## src/hdl/fpcl_regs.vh

```
// How it works
// - In user mode the trigger, ready and load-complete lines idle high; a low trigger restarts configuration.
// - After power-up the ready line is held low for the whole power-on delay.
// - The load-complete line stays low from power-up until all configuration data is in.
// - After configuration the config clock is ignored; the host keeps it at a defined level.
// - Load-complete is released only once the whole bitstream arrived without error.
// - With the startup-finished option loaded, that pin is driven low until initialization ends.
// - Within 600 ns of the trigger falling, load-complete and ready are both driven low.
// - Ready is held low 268 to 1506 us and rises within 1506 us of the trigger returning high.
// - With the internal oscillator, user mode comes 175 to 437 us after load-complete rises.
// - With user-clock init, that clock is enabled 4 max config periods after load-complete, then 8576 periods follow.
`ifndef FPCL_REGS_VH
`define FPCL_REGS_VH

// ==========================================
// Clock and timing
`define FPCL_CLK_MHZ        50
`define FPCL_POR_US         100
`define FPCL_POR_CYC        (`FPCL_POR_US * `FPCL_CLK_MHZ)
`define FPCL_STAT_MIN_US    268
`define FPCL_STAT_CYC       (`FPCL_STAT_MIN_US * `FPCL_CLK_MHZ)
`define FPCL_INIT_MIN_US    175
`define FPCL_INIT_CYC       (`FPCL_INIT_MIN_US * `FPCL_CLK_MHZ)
`define FPCL_UCLK_WAIT_NS   40
`define FPCL_UCLK_WAIT_CYC  ((`FPCL_UCLK_WAIT_NS * `FPCL_CLK_MHZ + 999) / 1000)
`define FPCL_UINIT_PERIODS  8576
`define FPCL_DONE_FALLS     2'h2

// ==========================================
// Bus width codes and buffer shape
`define FPCL_W8             2'h0
`define FPCL_W16            2'h1
`define FPCL_W32            2'h2
`define FPCL_FIFO_WIDTH     32
`define FPCL_FIFO_DEPTH     8
`define FPCL_FIFO_AW        3

`endif

```

## src/hdl/fpcl_fifo.v

```verilog
`timescale 1ns/1ps
`include "fpcl_regs.vh"

module fpcl_fifo #(
  parameter WIDTH = `FPCL_FIFO_WIDTH,
  parameter DEPTH = `FPCL_FIFO_DEPTH,
  parameter AW    = `FPCL_FIFO_AW
) (
  // Clock, reset, flush
  input  wire             clk,
  input  wire             sys_rst,
  input  wire             clear,
  // Fill side
  input  wire             inValid,
  output wire             inReady,
  input  wire [WIDTH-1:0] inData,
  // Drain side
  output wire             outValid,
  input  wire             outReady,
  output wire [WIDTH-1:0] outData
);

  localparam [AW:0] FULL_CNT = DEPTH;

  reg [WIDTH-1:0] mem_reg [0:DEPTH-1];
  reg [AW-1:0]    wrIdx_reg;
  reg [AW-1:0]    rdIdx_reg;
  reg [AW:0]      count_reg;
  wire            push;
  wire            pop;

  // Full and empty come from the fill count, not from pointer compare
  assign inReady  = (count_reg != FULL_CNT);
  assign outValid = (count_reg != {(AW+1){1'b0}});
  assign outData  = mem_reg[rdIdx_reg];
  assign push     = inValid & inReady;
  assign pop      = outValid & outReady;

  // Storage is plain flops; no reset needed on data
  always @(posedge clk) begin
    if (push) begin
      mem_reg[wrIdx_reg] <= inData;
    end
  end

  // Pointers and count
  always @(posedge clk or posedge sys_rst) begin
    if (sys_rst) begin
      wrIdx_reg <= {AW{1'b0}};
      rdIdx_reg <= {AW{1'b0}};
      count_reg <= {(AW+1){1'b0}};
    end else if (clear) begin
      wrIdx_reg <= {AW{1'b0}};
      rdIdx_reg <= {AW{1'b0}};
      count_reg <= {(AW+1){1'b0}};
    end else begin
      if (push) begin
        wrIdx_reg <= wrIdx_reg + {{(AW-1){1'b0}}, 1'b1};
      end
      if (pop) begin
        rdIdx_reg <= rdIdx_reg + {{(AW-1){1'b0}}, 1'b1};
      end
      if (push && !pop) begin
        count_reg <= count_reg + {{AW{1'b0}}, 1'b1};
      end else if (pop && !push) begin
        count_reg <= count_reg - {{AW{1'b0}}, 1'b1};
      end
    end
  end

endmodule

```

## src/hdl/fpcl_loader.v

```verilog
`timescale 1ns/1ps
`include "fpcl_regs.vh"

module fpcl_loader #(
  parameter [23:0] POR_CYC   = `FPCL_POR_CYC,
  parameter [23:0] STAT_CYC  = `FPCL_STAT_CYC,
  parameter [23:0] INIT_CYC  = `FPCL_INIT_CYC,
  parameter [15:0] UINIT_CNT = `FPCL_UINIT_PERIODS
) (
  // Clock and reset
  input  wire        clk,
  input  wire        sys_rst,
  // Host driven pins
  input  wire        cfgTrigN,
  input  wire        configClock,
  input  wire        userInitClock,
  input  wire [31:0] cfgData,
  // Ready line, open drain
  input  wire        readyIn,
  output wire        readyOut,
  output wire        readyOe,
  // Load-complete line, open drain
  input  wire        loadDoneIn,
  output wire        loadDoneOut,
  output wire        loadDoneOe,
  // Startup finished pin, open drain
  output wire        initDoneOut,
  output wire        initDoneOe,
  // Data pins handed to user logic
  output wire        dataUserIo,
  // Option straps
  input  wire [1:0]  busWidth,
  input  wire [1:0]  ratioLog,
  input  wire        initDoneEn,
  input  wire        userInitSel,
  input  wire [23:0] streamWords,
  // Configuration word sink
  output wire [31:0] cfgWord,
  output wire        cfgWordValid,
  input  wire        cfgWordReady,
  // Status
  output wire        userMode,
  output wire        loadError
);

  // ==========================================
  // States and sync layout
  localparam [2:0] ST_POR  = 3'h0;
  localparam [2:0] ST_RST  = 3'h1;
  localparam [2:0] ST_STAT = 3'h2;
  localparam [2:0] ST_CFG  = 3'h3;
  localparam [2:0] ST_DONE = 3'h4;
  localparam [2:0] ST_INIT = 3'h5;
  localparam [2:0] ST_USER = 3'h6;
  localparam [2:0] ST_ERR  = 3'h7;
  localparam       I_TRIG  = 36;
  localparam       I_CCLK  = 35;
  localparam       I_UCLK  = 34;
  localparam       I_RDY   = 33;
  localparam       I_LDONE = 32;

  // Keep only the lanes the bus width uses
  function [31:0] fpcl_mask;
    input [31:0] d;
    input [1:0]  w;
    begin
      case (w)
        `FPCL_W8:  fpcl_mask = {24'h000000, d[7:0]};
        `FPCL_W16: fpcl_mask = {16'h0000, d[15:0]};
        default:   fpcl_mask = d;
      endcase
    end
  endfunction

  reg  [36:0] sync1_reg;
  reg  [36:0] sync2_reg;
  reg  [36:0] sync3_reg;
  reg  [36:0] lvl_reg;
  wire [36:0] lvl_next;
  wire [36:0] rise;
  wire [36:0] fall;
  reg  [2:0]  state_reg;
  reg  [2:0]  state_next;
  reg  [23:0] timer_reg;
  reg  [2:0]  phase_reg;
  reg  [1:0]  width_reg;
  reg  [2:0]  phaseMax_reg;
  reg  [23:0] words_reg;
  reg  [1:0]  falls_reg;
  reg  [15:0] uclkCnt_reg;
  reg         initOpt_reg;
  reg         userOpt_reg;
  reg         readyOe_reg;
  reg         loadDoneOe_reg;
  reg         initDoneOe_reg;
  reg         userIo_reg;
  reg         error_reg;
  reg         pinLow_reg;
  reg  [31:0] word_reg;
  reg         wordValid_reg;
  wire        latch;
  wire        fifoInReady;
  wire        fifoOutValid;
  wire [31:0] fifoOutData;
  wire        fifoPop;
  wire        allIn;
  wire        uclkOn;

  // ==========================================
  // Pin synchronisers, three stages
  // A change counts only once stages two and three agree, so a glitch is not an edge
  assign lvl_next = (sync2_reg & ~(sync2_reg ^ sync3_reg)) | (lvl_reg & (sync2_reg ^ sync3_reg));
  assign rise     = lvl_next & ~lvl_reg;
  assign fall     = ~lvl_next & lvl_reg;

  always @(posedge clk or posedge sys_rst) begin
    if (sys_rst) begin
      sync1_reg <= 37'h1f_0000_0000;
      sync2_reg <= 37'h1f_0000_0000;
      sync3_reg <= 37'h1f_0000_0000;
      lvl_reg   <= 37'h1f_0000_0000;
    end else begin
      sync1_reg <= {cfgTrigN, configClock, userInitClock, readyIn, loadDoneIn, cfgData};
      sync2_reg <= sync1_reg;
      sync3_reg <= sync2_reg;
      lvl_reg   <= lvl_next;
    end
  end

  // ==========================================
  // Word capture and completion
  // first edge of each word
  assign latch  = (state_reg == ST_CFG) & lvl_reg[I_RDY] & rise[I_CCLK] &
                  (phase_reg == 3'h0) & (words_reg != streamWords);
  assign allIn  = (words_reg == streamWords) & ~fifoOutValid & ~wordValid_reg;
  assign uclkOn = userOpt_reg & (timer_reg >= `FPCL_UCLK_WAIT_CYC);
  assign fifoPop = fifoOutValid & (~wordValid_reg | cfgWordReady);

  // Next state
  always @* begin
    state_next = state_reg;
    case (state_reg)
      ST_POR: begin
        // hold ready low for power-on delay
        if (timer_reg >= POR_CYC) begin
          state_next = ST_CFG;
        end
      end
      ST_RST: begin
        if (lvl_reg[I_TRIG]) begin
          state_next = ST_STAT;
        end
      end
      ST_STAT: begin
        // release at the minimum low time
        if (timer_reg >= STAT_CYC) begin
          state_next = ST_CFG;
        end
      end
      ST_CFG: begin
        // Host cannot be stalled, so a full buffer is a load error
        if (latch && !fifoInReady) begin
          state_next = ST_ERR;
        end else if (allIn) begin
          state_next = ST_DONE;
        end
      end
      ST_DONE: begin
        if (falls_reg == `FPCL_DONE_FALLS) begin
          state_next = ST_INIT;
        end
      end
      ST_INIT: begin
        if (!userOpt_reg && timer_reg >= INIT_CYC) begin
          state_next = ST_USER;
        end else if (userOpt_reg && uclkCnt_reg >= UINIT_CNT) begin
          state_next = ST_USER;
        end
      end
      ST_USER: state_next = ST_USER;
      ST_ERR:  state_next = ST_ERR;
      default: state_next = ST_POR;
    endcase
    // low trigger restarts from anywhere past power-on
    if (!lvl_reg[I_TRIG] && state_reg != ST_POR) begin
      state_next = ST_RST;
    end
  end

  // ==========================================
  // Sequencer registers
  always @(posedge clk or posedge sys_rst) begin
    if (sys_rst) begin
      state_reg      <= ST_POR;
      timer_reg      <= 24'h000000;
      phase_reg      <= 3'h0;
      width_reg      <= `FPCL_W8;
      phaseMax_reg   <= 3'h0;
      words_reg      <= 24'h000000;
      falls_reg      <= 2'h0;
      uclkCnt_reg    <= 16'h0000;
      initOpt_reg    <= 1'b0;
      userOpt_reg    <= 1'b0;
      readyOe_reg    <= 1'b1;
      loadDoneOe_reg <= 1'b1;
      initDoneOe_reg <= 1'b0;
      userIo_reg     <= 1'b0;
      error_reg      <= 1'b0;
      pinLow_reg     <= 1'b0;
    end else begin
      state_reg <= state_next;
      // Timer restarts on every state change and saturates
      if (state_next != state_reg) begin
        timer_reg <= 24'h000000;
      end else if (~&timer_reg) begin
        timer_reg <= timer_reg + 24'h000001;
      end
      // Straps except streamWords are taken in power-on and while the trigger is low, steady for the whole load
      if (state_reg == ST_RST || state_reg == ST_POR) begin
        width_reg    <= busWidth;
        phaseMax_reg <= (3'h1 << ratioLog) - 3'h1;
        initOpt_reg  <= initDoneEn;
        userOpt_reg  <= userInitSel;
        words_reg    <= 24'h000000;
        phase_reg    <= 3'h0;
      end
      if (state_reg == ST_CFG && lvl_reg[I_RDY] && rise[I_CCLK]) begin
        phase_reg <= (phase_reg == phaseMax_reg) ? 3'h0 : phase_reg + 3'h1;
      end
      if (latch && fifoInReady) begin
        words_reg <= words_reg + 24'h000001;
      end
      // count falling edges once the line is really high
      if (state_reg != ST_DONE) begin
        falls_reg <= 2'h0;
      end else if (lvl_reg[I_LDONE] && fall[I_CCLK]) begin
        falls_reg <= falls_reg + 2'h1;
      end
      // user clock enabled only after the wait
      if (state_reg != ST_DONE && state_reg != ST_INIT) begin
        uclkCnt_reg <= 16'h0000;
      end else if (uclkOn && rise[I_UCLK] && ~&uclkCnt_reg) begin
        uclkCnt_reg <= uclkCnt_reg + 16'h0001;
      end
      // ready low on trigger, hold it
      readyOe_reg <= (state_next == ST_POR) | (state_next == ST_RST) |
                     (state_next == ST_STAT) | (state_next == ST_ERR);
      // load-complete low until the load is done
      loadDoneOe_reg <= (state_next != ST_DONE) & (state_next != ST_INIT) &
                        (state_next != ST_USER);
      // startup pin low until init ends
      initDoneOe_reg <= initOpt_reg & ((state_next == ST_DONE) | (state_next == ST_INIT));
      // data pins released in user mode
      userIo_reg <= (state_next == ST_USER);
      error_reg  <= (state_next == ST_ERR);
      pinLow_reg <= 1'b0;
    end
  end

  // ==========================================
  // Word buffer and output stage
  fpcl_fifo #(
    .WIDTH (`FPCL_FIFO_WIDTH),
    .DEPTH (`FPCL_FIFO_DEPTH),
    .AW    (`FPCL_FIFO_AW)
  ) u_fifo (
    .clk      (clk),
    .sys_rst  (sys_rst),
    .clear    (state_reg == ST_RST),
    .inValid  (latch),
    .inReady  (fifoInReady),
    .inData   (fpcl_mask(lvl_reg[31:0], width_reg)),
    .outValid (fifoOutValid),
    .outReady (~wordValid_reg | cfgWordReady),
    .outData  (fifoOutData)
  );

  // Registered head so the sink sees flop outputs
  always @(posedge clk or posedge sys_rst) begin
    if (sys_rst) begin
      word_reg      <= 32'h00000000;
      wordValid_reg <= 1'b0;
    end else if (state_reg == ST_RST) begin
      wordValid_reg <= 1'b0;
    end else if (fifoPop) begin
      word_reg      <= fifoOutData;
      wordValid_reg <= 1'b1;
    end else if (cfgWordReady) begin
      wordValid_reg <= 1'b0;
    end
  end

  // ==========================================
  // Outputs
  // config clock is only looked at in load and done states
  assign readyOut     = pinLow_reg;
  assign readyOe      = readyOe_reg;
  assign loadDoneOut  = pinLow_reg;
  assign loadDoneOe   = loadDoneOe_reg;
  assign initDoneOut  = pinLow_reg;
  assign initDoneOe   = initDoneOe_reg;
  assign dataUserIo   = userIo_reg;
  assign cfgWord      = word_reg;
  assign cfgWordValid = wordValid_reg;
  assign userMode     = userIo_reg;
  assign loadError    = error_reg;

endmodule

```

## config.mk

```make
export PLATFORM = sky130hd
export DESIGN_NAME = fpcl_loader
export DESIGN_NICKNAME = d
export VERILOG_FILES = /design/src/hdl/fpcl_fifo.v /design/src/hdl/fpcl_loader.v
export VERILOG_INCLUDE_DIRS = /design/src /design/src/hdl
export SDC_FILE = /design/constraint.sdc
export NUM_CORES = 1
export LEC_CHECK = 0
export BUFFER_PORTS_ARGS = -buffer_cell sky130_fd_sc_hd__buf_2
export CORE_ASPECT_RATIO = 0.7
export CORE_MARGIN = 4
export CORE_UTILIZATION = 38
export DETAILED_ROUTE_END_ITERATION = 10
export GPL_TIMING_DRIVEN = 0
export PLACE_DENSITY = 0.57
export SLEW_MARGIN = 20
export SYNTH_ARGS = -nofsm -noshare
export SYNTH_HDL_FRONTEND = slang
export SYNTH_HIERARCHICAL = 1
export SYNTH_SLANG_ARGS = --single-unit
```

## constraint.sdc

```tcl
create_clock -name clk -period 10 [get_ports clk]
set_clock_uncertainty 0.05 [all_clocks]
set_input_delay 0.5 -clock clk [delete_from_list [all_inputs] [get_ports clk]]
set_output_delay 0.5 -clock clk [all_outputs]
set_load 0.03 [all_outputs]
```

==> metrics.yaml, run 1 <==
synth_cell_types: 79
rsz0062_at_grt: "false"
hold_viol_final: 0
synth.largest_area_cell: "edfxtp_1"
setup.worst_path.end_class: "register"
ys_async_sr_fraction: 0.5179
synth_area_leaders: "edfxtp_1 (37%), dfrtp_1 (30%), mux4_2 (4.3%)"
synth-xor-area-share: 0.02981
drv_slew: 0
critPathLaunchType: "register"
post_drt_via_cell_ratio: 4.934
cp.required_ns: 10.44
drt_pre_antenna_iters: 5
rr_worst_depth: 14
fin_nets: 1568
drc: 0
largest_reg_flops: 256
drtAntennaViolNets: 0
yosysWarningCount: 6
synth_compound_area_frac: 0.02771
grt_pass1_vias: 11450
grt_max_degree: 103
rows: 71
synth_edf_count: 256
cp_max_fo: 5
diodes: 0
dp_hpwl_mm: 27.73
fillers: 4768
start_util: 0.3863
dieHeight_um: 204.0
setup_viol: 0
muxShareOfSynthArea: 0.1162
cts_made_buffers: 51
synth.avg_cell_area_um2: 16.54
syn_to_final_growth_pct: 19.10
dp.cells: 2122
cts.sinks: 531
clk-insertion-delay-late_ns: 0.61
die_x_um: 288.1
cts_buffer_depth: 3
period_needed_ns: 3.614
dieArea_um2: 58770
port_buffers: 108
yosys_register_bits: 531
core-area_um2: 54010
peakVddDrop_mv: 0.1156
netlist_area_um2: 20860
holdWs_ns: 0.03766
drt_iter0_markers: 808
worst-setup-path-type: "reg2reg"
power.leakage_uw: 0.009498
crit_end: "u_fifo/count_reg[3]$_DFFE_PP0P_"
startpoint: "words_reg[21]$_DFFE_PP0P_"
worst-slew-pin-transition_ns: 1.053
grt_pass1_wl_mm: 66.26
drive_gt1_frac: 0.2748
min_path_type: "in2reg"
r2r_setup_slack_ns: 6.39
synth_top_family_by_area: "multiplexers"
synth_top_area_frac: 0.3685
syn_inst: 1261
yosys.area_share.simple: 0.08006
stdcell_count: 2255
groute.usage.overall: 0.1454
pre_cts_ws_ns: 6.251
pwr_density_cell_nw_per_um2: 240.1
fmax_mhz: 276.7
cts_tree: "yes"
outcome: "finished clean"
clk_pin_slew_worst_paths_ns: 0.06
worst_ep_arrival_time_ns: 4.06
fin_ws_ns: 6.386
drv_cap: 0
drt-total-wl_mm: 41.79
r2r_end: "u_fifo/count_reg[3]$_DFFE_PP0P_"
synth_top_flop_cell: "edfxtp_1"
h-tree-depth: 2
cts_setup_buffers: 0
io_pins: 112
root_buffer: "clkbuf_16"
holdBufCountCts: 39
vias: 11130
grt-ovfl-total: 0
ctsResizeCount: 0
gp_congestion: 0.8195
finalPower_uw: 5966
wl_per_cell_um: 18.53
antenna_found_initial: 1
seq_area_frac_synth: 0.6997
layout_worst_path_cycle_share: 0.3614
regToRegStartpoint: "words_reg[21]$_DFFE_PP0P_"
synth_fa_ha_area_frac: 0.02603
slew_headroom: 0.2956
[power by group]
group	leakage, uW	internal (uW)	switching [uW]
registers	0.00569	2510	99.3
clock network	0.000819	1080	840
logic	0.00298	619	815
total	0.00950	4210	1750
[cell families after synthesis]
family | count (synthesis)
DFF | 531
other | 1
muxes | 145
adders and majority gates | 50
buffers and inverters | 73
xor gates and xnor gates | 71
and+or+nand+nor | 316
AOI/OAI and AO/OA | 74
[layer usage]
layer  track usage  vias to the layer above  share of wire
met5             0                        -              0
met4       0.04162                        0          0.021
met3       0.03200                       62          0.054
met2        0.2187                      242           0.45
met1        0.2137                     5697           0.48
li1              -                     5126              -
[critical path, cell delays in order, from the launching register on]
cell,delay (ns)
dfrtp_1,0.44
xor2_1,0.17
nor4_1,0.46
nand4_1,0.32
nor2_1,0.27
nor2b_1,0.14
nand2_1,0.13
inv_1,0.06
ha_1,0.23
inv_1,0.11
ha_1,0.27
a21oi_1,0.20
a211oi_1,0.10
a31oi_1,0.19
mux2_2,0.35
[final cells by class]
cell class	count	area [um^2]	area share
clock buffer	66	1408	0.05665
clock inverter	28	281.5	0.01133
sequential	531	14600	0.5874
inverter	24	97.59	0.003928
multi-input combinational	659	5903	0.2376
timing repair buffer	168	1313	0.05282
buffer	49	335.3	0.01350
tap	730	913.4	0.03676
[cell usage in the layout, fill, tap and decap left out, types with 8 or more instances in the layout]
cell           synthesis  layout
clkinv_1               0       8
nand2_1               85      85
xnor2_1               22      22
buf_16                 0      10
maj3_1                36      36
buf_2                 11     119
nor2_1                67      61
mux2_2                65      65
buf_6                  6       9
nor3_1                12      10
o21ai_0               12      12
inv_1                 24      23
mux4_2                40      40
buf_4                  7      14
nor2_2                20      20
and3_1                 8       8
edfxtp_1             256     256
a21oi_1               18      18
dlygate4sd3_1          0      39
nand3_1               29      29
nor2b_1               11      11
clkinv_2               0       9
xor2_1                49      49
mux2i_1               16      16
ha_1                  13      13
nor4_1                 9       9
dfrtp_1              253     253
dfstp_2               22      22
nand4_1               22      22
clkbuf_16              0      52
and2_1                17      17
clkbuf_1              17      25
mux4_1                24      24
[synthesized netlist by cell type (12+ instances only)]
| cell type | instances |
|---|---|
| xor2_1 | 49 |
| and2_1 | 17 |
| mux2i_1 | 16 |
| inv_1 | 24 |
| edfxtp_1 | 256 |
| xnor2_1 | 22 |
| nand2_1 | 85 |
| dfstp_2 | 22 |
| dfrtp_1 | 253 |
| nand3_1 | 29 |
| mux2_2 | 65 |
| maj3_1 | 36 |
| clkbuf_1 | 17 |
| o21ai_0 | 12 |
| nor3_1 | 12 |
| mux4_1 | 24 |
| mux4_2 | 40 |
| nor2_2 | 20 |
| nor2_1 | 67 |
| ha_1 | 13 |
| nand4_1 | 22 |
| a21oi_1 | 18 |
[worst min path at each step]
stage	startpoint	endpoint	cells past startpoint
floorplan	sync1_reg[0]$_DFF_PP0_	sync2_reg[0]$_DFF_PP0_	0
global placement	sync1_reg[27]$_DFF_PP0_	sync2_reg[27]$_DFF_PP0_	0
detailed placement	sync1_reg[13]$_DFF_PP0_	sync2_reg[13]$_DFF_PP0_	0
CTS	initDoneEn	initOpt_reg$_DFFE_PP0P_	3
global route	initDoneEn	initOpt_reg$_DFFE_PP0P_	3
finish	initDoneEn	initOpt_reg$_DFFE_PP0P_	3
[per-stage QoR]
stage | utilization | setup TNS [ns] | instance area, um^2
floorplan | - | 0 | 20870
global placement | 0.4133 | -248.11 | 22320
detailed placement | 0.4215 | 0 | 22770
CTS | 0.4600 | 0 | 24850
global route | 0.4600 | 0 | 24850
finish | 0.4600 | 0 | 24850
Note: power is estimated with default switching activity, not from simulation.
==> run 2, diff against run 1 <==
- clock period: 10 -> 3.4 ns (I/O delays scaled with it)
==> run 2 against run 1 <==
Register-to-register slack worse by 6.2 ns. Sequential cell count is the same. Clock power grew to 3.1 times the previous value. Fmax increased by 14%. Sequential share of layout area is 0.85 points lower. Wire length decreased by 0.41%. First-iteration DRC count down 5.9%. Utilization is 0.68 points higher.
==> metrics.yaml, run 2 (synthesis gave the netlist of run 1 again) <==
layout_worst_path_cycle_share: 0.9364  # +0.5749
hold_viol_final: 0  # unchanged
h-tree-depth: 2  # unchanged
peakVddDrop_mv: 0.3884  # +240%
rows: 71  # unchanged
power.leakage_uw: 0.009639  # +1.5%
multi_input_area_um2: 5982  # +1.3%
drt_iter0_markers: 760  # -5.9%
seq_area_um2: 14600  # unchanged
fmax_mhz: 314.1  # +14%
worst-setup-path-type: "reg2reg"
drv_slew: 0  # unchanged
period_needed_ns: 3.184  # -0.4305 ns
setup.worst_path.end_class: "register"
vias: 11110  # -0.17%
drt_pre_antenna_iters: 5  # unchanged
fin_nets: 1582  # +0.89%
core-area_um2: 54010  # unchanged
critPathLaunchType: "register"
drive_gt1_frac: 0.2912  # +0.01643
rr_worst_depth: 14  # unchanged
grt_pass1_wl_mm: 66.14  # -0.19%
dp_hpwl_mm: 27.48  # -0.91%
layout_commonest_cell: "edfxtp_1"
io_pins: 112  # unchanged
groute.usage.overall: 0.1450  # -0.0004181
clk_pin_slew_worst_paths_ns: 0.06  # about the same
clk-insertion-delay-late_ns: 0.60  # about the same
port_buffers: 108  # unchanged
cp_max_fo: 4  # -1
drtAntennaViolNets: 0  # unchanged
rsz0062_at_grt: "false"
grt-ovfl-total: 0  # unchanged
wl_per_cell_um: 18.32  # -1.2%
worst_ep_arrival_time_ns: 3.62  # -0.44 ns
drc: 0  # unchanged
cts.sinks: 531  # unchanged
r2r_end: "u_fifo/count_reg[3]$_DFFE_PP0P_"
cts_buffer_depth: 3  # unchanged
cts_tree: "yes"
drv_cap: 0  # unchanged
pwr_density_cell_nw_per_um2: 705.2  # +190%
drt-total-wl_mm: 41.62  # -0.41%
fillers: 4725  # -0.90%
worst-slew-pin-transition_ns: 0.9850  # -0.06775 ns
fin_ws_ns: 0.2164  # -6.169 ns
slew_headroom: 0.3409  # +0.04534
grt_max_degree: 36  # -65%
diodes: 0  # unchanged
cts_made_buffers: 52  # +2.0%
final_cell_mix: "edfxtp_1 (256), dfrtp_1 (253), buf_2 (119), nand2_1 (84), mux2_2 (65)"
root_buffer: "clkbuf_16"
post_drt_via_cell_ratio: 4.889  # -0.92%
syn_to_final_growth_pct: 20.86
outcome: "finished clean"
die_x_um: 288.1  # unchanged
start_util: 0.3863  # unchanged
largest_reg_flops: 256  # unchanged
antenna_found_initial: 0  # -1
grt_pass1_vias: 11410  # -0.38%
min_path_type: "in2async"
utilization: 0.4668  # +0.006787
setup_viol: 0  # unchanged
regToRegStartpoint: "words_reg[7]$_DFFE_PP0P_"
r2r_setup_slack_ns: 0.22  # -6.17 ns
gp_congestion: 0.8388  # +2.4%
dieHeight_um: 204.0  # unchanged
cp.required_ns: 3.83  # -6.61 ns
dieArea_um2: 58770  # unchanged
pre_cts_ws_ns: -0.1082  # -6.359 ns
==> run 2: cell types whose count changed in the layout (fill, tap and decap cells not counted), moves of 5 or more <==
cell,change
buf_12,+8
clkinv_1,-8
buf_8,+6
dlygate4sd3_1,+6
clkinv_2,+5
==> run 2: worst max-delay path by stage <==
stage                              start                              end  slack [ns]  cells after the start
2_1_floorplan                    sys_rst                        async pin       -0.30                      1
3_3_place_gp                     sys_rst          sync1_reg[19]$_DFF_PP0_       -2.11                      2
3_5_place_dp   words_reg[22]$_DFFE_PP0P_  u_fifo/count_reg[3]$_DFFE_PP0P_       -0.11                     14
4_1_cts        words_reg[15]$_DFFE_PP0P_  u_fifo/count_reg[3]$_DFFE_PP0P_        0.03                     14
5_1_grt         words_reg[7]$_DFFE_PP0P_  u_fifo/count_reg[3]$_DFFE_PP0P_       0.009                     14
6_report        words_reg[7]$_DFFE_PP0P_  u_fifo/count_reg[3]$_DFFE_PP0P_        0.22                     14
==> run 2: layer usage <==
metal,wire length (um),global-route usage
met1,20560,0.2205
met2,18390,0.2146
met3,1907,0.02843
met4,761,0.03668
met5,0,0
==> run 2: cell type report <==
class	instances	area share
flip-flops and latches	531	0.5789
clock buffers	70	0.05880
plain buffers	49	0.01330
repair buffers	181	0.06024
clock inverters	28	0.01156
inverters	24	0.003722
multi-input cells	659	0.2372
well taps	730	0.03622
==> run 2: stage by stage <==
| stage | hold WS (ns) | cells | cell area, um^2 | total power (uW) | setup TNS (ns) |
|---|---|---|---|---|---|
| final | 0.1063 | 2272 | 25210 | 17780 | 0 |
| after global routing | 0.1179 | 2272 | 25210 | 18670 | 0 |
| after CTS | 0.07325 | 2268 | 25130 | 18070 | 0 |
| after detailed placement | 0.1953 | 2124 | 22890 | 12080 | -0.1082 |
| after global placement | 0.1954 | 2101 | 22350 | 11970 | -864.32 |
| after floorplan | -0.03982 | 1263 | 20890 | 10780 | -72.79 |
==> run 2: power breakdown <==
group	switching [uW]	internal (uW)	total [uW]
Sequential	294	7390	7680
Clock	2530	3340	5870
Combinational	2390	1840	4230
Total	5210	12600	17800
==> run 2: worst max-delay path, cell delays in order, from the launching register on <==
cell	delay (ns)
dfrtp_1	0.41
xor2_1	0.17
nor4_2	0.36
nand4_1	0.29
nor2_4	0.21
nor2b_4	0.08
nand2_2	0.09
inv_1	0.05
ha_1	0.23
inv_1	0.14
ha_4	0.23
a21oi_2	0.15
a211oi_1	0.09
a31oi_1	0.17
mux2_2	0.35
==> run 2: repair_timing <==
action	4_1_cts	5_1_grt
hold buffers	45	0
endpoints found under the hold margin	125	0
gates resized for setup	3	9
buffers inserted	1	4
pin swaps	1	6
endpoints found under the setup margin	1	1
==> run 3, diff against run 2 <==
- SETUP_SLACK_MARGIN: unset -> 0.5
==> run 3 against run 2 <==
Design area rose by 1.0%. Sequential cell count unchanged. Setup slack gained 0.18 ns. Die area stayed put. Global-route usage is 0.22 points higher. Via count increased by 1.4%. Largest cell class unchanged.
==> metrics.yaml, run 3 (synthesis gave the netlist of run 1 again) <==
min_path_type: "in2async"
vias: 11270  # +1.4%
pre_cts_ws_ns: -0.03455  # +0.07363 ns
critPathLaunchType: "register"
die_x_um: 288.1  # unchanged
drt_iter0_markers: 700  # -7.9%
rows: 71  # unchanged
grt_pass1_wl_mm: 67.24  # +1.7%
largest_reg_flops: 256  # unchanged
port_buffers: 108  # unchanged
layout_worst_path_cycle_share: 0.8823  # -0.05403
grt-ovfl-total: 0  # unchanged
power.leakage_uw: 0.009748  # +1.1%
wl_per_cell_um: 18.46  # +0.76%
layout_commonest_cell: "edfxtp_1"
final_area_um2: 25480  # +1.0%
outcome: "finished clean"
dp_hpwl_mm: 27.53  # +0.19%
cts_buffer_depth: 3  # unchanged
r2r_setup_slack_ns: 0.40  # +0.18 ns
slew_headroom: 0.3174  # -0.02352
clk-insertion-delay-late_ns: 0.60  # about the same
post_drt_via_cell_ratio: 4.900  # +0.21%
worst-slew-pin-transition_ns: 1.020  # +0.03514 ns
rr_worst_depth: 14  # unchanged
cp_max_fo: 6  # +2
regToRegStartpoint: "words_reg[4]$_DFFE_PP0P_"
drtAntennaViolNets: 0  # unchanged
dpl_cell_area_um2: 22960  # +0.31%
cts.sinks: 531  # unchanged
worst-setup-path-type: "reg2reg"
diodes: 0  # unchanged
fmax_mhz: 333.3  # +6.1%
startpoint: "words_reg[4]$_DFFE_PP0P_"
pwr_density_cell_nw_per_um2: 690.5  # -2.1%
drv_slew: 0  # unchanged
period_needed_ns: 3.000  # -0.1837 ns
holdWs_ns: 0.1211  # +0.01481 ns
rsz0062_at_grt: "true"
setup.worst_path.end_class: "register"
drv_cap: 0  # unchanged
drc: 0  # unchanged
io_pins: 112  # unchanged
finalPower_uw: 17590  # -1.1%
fin_ws_ns: 0.4001  # +0.1837 ns
hold_viol_final: 0  # unchanged
start_util: 0.3863  # unchanged
core-area_um2: 54010  # unchanged
dieHeight_um: 204.0  # unchanged
clk_pin_slew_worst_paths_ns: 0.07  # about the same
worst_ep_arrival_time_ns: 3.43  # -0.19 ns
peakVddDrop_mv: 0.3497  # -10%
setup_viol: 0  # unchanged
gp_congestion: 0.8279  # -1.3%
setup_tns_ns: 0  # unchanged
antenna_found_initial: 2  # +2
drive_gt1_frac: 0.3057  # +0.01455
r2r_end: "u_fifo/count_reg[3]$_DFFE_PP0P_"
drt-total-wl_mm: 42.45  # +2.0%
final_cell_mix: "edfxtp_1 (256), dfrtp_1 (247), buf_2 (119), nand2_1 (84), mux2_2 (65)"
grt_pass1_vias: 11480  # +0.57%
fin_nets: 1611  # +1.8%
syn_to_final_growth_pct: 22.12
grt_max_degree: 36  # unchanged
dieArea_um2: 58770  # unchanged
h-tree-depth: 2  # unchanged
groute.usage.overall: 0.1472  # +0.002175
root_buffer: "clkbuf_16"
cts_tree: "yes"
drt_pre_antenna_iters: 5  # unchanged
cts_made_buffers: 52  # unchanged
cp.required_ns: 3.83  # about the same
## run 3: cell types whose count changed in the layout (fill, tap and decap cells not counted), sizes merged
cell / previous run / this run
buf: 166 / 196
bufinv: 3 / 1
clkbuf: 89 / 93
clkinv: 18 / 14
clkinvlp: 3 / 4
inv: 28 / 27
## run 3: stage by stage
step	cells	utilization
3_5_place_dp	2126	0.4250
6_report	2300	0.4717
5_1_grt	2300	0.4717
3_3_place_gp	2101	0.4147
4_1_cts	2282	0.4675
2_1_floorplan	1263	-
## run 3: how the worst max path moves through the flow
stage	cells past startpoint	slack [ns]	to
after global routing	14	0.30	u_fifo/count_reg[3]$_DFFE_PP0P_
final	14	0.40	u_fifo/count_reg[3]$_DFFE_PP0P_
after detailed placement	14	-0.03	u_fifo/count_reg[3]$_DFFE_PP0P_
after global placement	2	-2.11	async pin
after floorplan	1	-0.30	async pin
after CTS	14	0.16	u_fifo/count_reg[3]$_DFFE_PP0P_
## run 3: timing repair
item	CTS	global route
resized for setup	9	23
endpoints found under the hold margin	137	0
endpoints found under the setup margin	272	185
setup buffers	14	18
hold buffers	45	0
pin swaps	9	15
## run 3: per-layer routing
layer | global-route usage | share of wire | up-vias | wire (um)
met5 | 0 | 0 | - | 0
met4 | 0.03774 | 0.018 | 0 | 767
met3 | 0.02999 | 0.052 | 59 | 2207
met2 | 0.2174 | 0.44 | 205 | 18860
met1 | 0.2231 | 0.49 | 5784 | 20620
li1 | - | - | 5221 | -
## run 3: final cells by class
class / instances / area (um^2)
clock inverter: 22 / 193.9
fill: 4740 / 28530
multi-input combinational: 659 / 6047
clock buffer: 75 / 1459
inverter: 24 / 96.34
sequential: 531 / 14600
buffer: 49 / 336.6
timing repair buffer: 210 / 1827
tap: 730 / 913.4
## run 3: where the power goes
group	switching (uW)	internal, uW
logic	2440	1910
registers	289	7390
clock network	2470	3090
## run 3: critical path, cell delays in order, from the launching register on
cell and delay (ns):
dfrtp_1 0.49, xnor2_1 0.15, nand4_1 0.19, or2_2 0.36, nor2_2 0.19, nor2b_4 0.08, nand2_2 0.10, inv_2 0.05
ha_4 0.17, inv_4 0.06, ha_4 0.21, a21oi_4 0.13, a211oi_2 0.07, a31oi_1 0.22, mux2_2 0.36
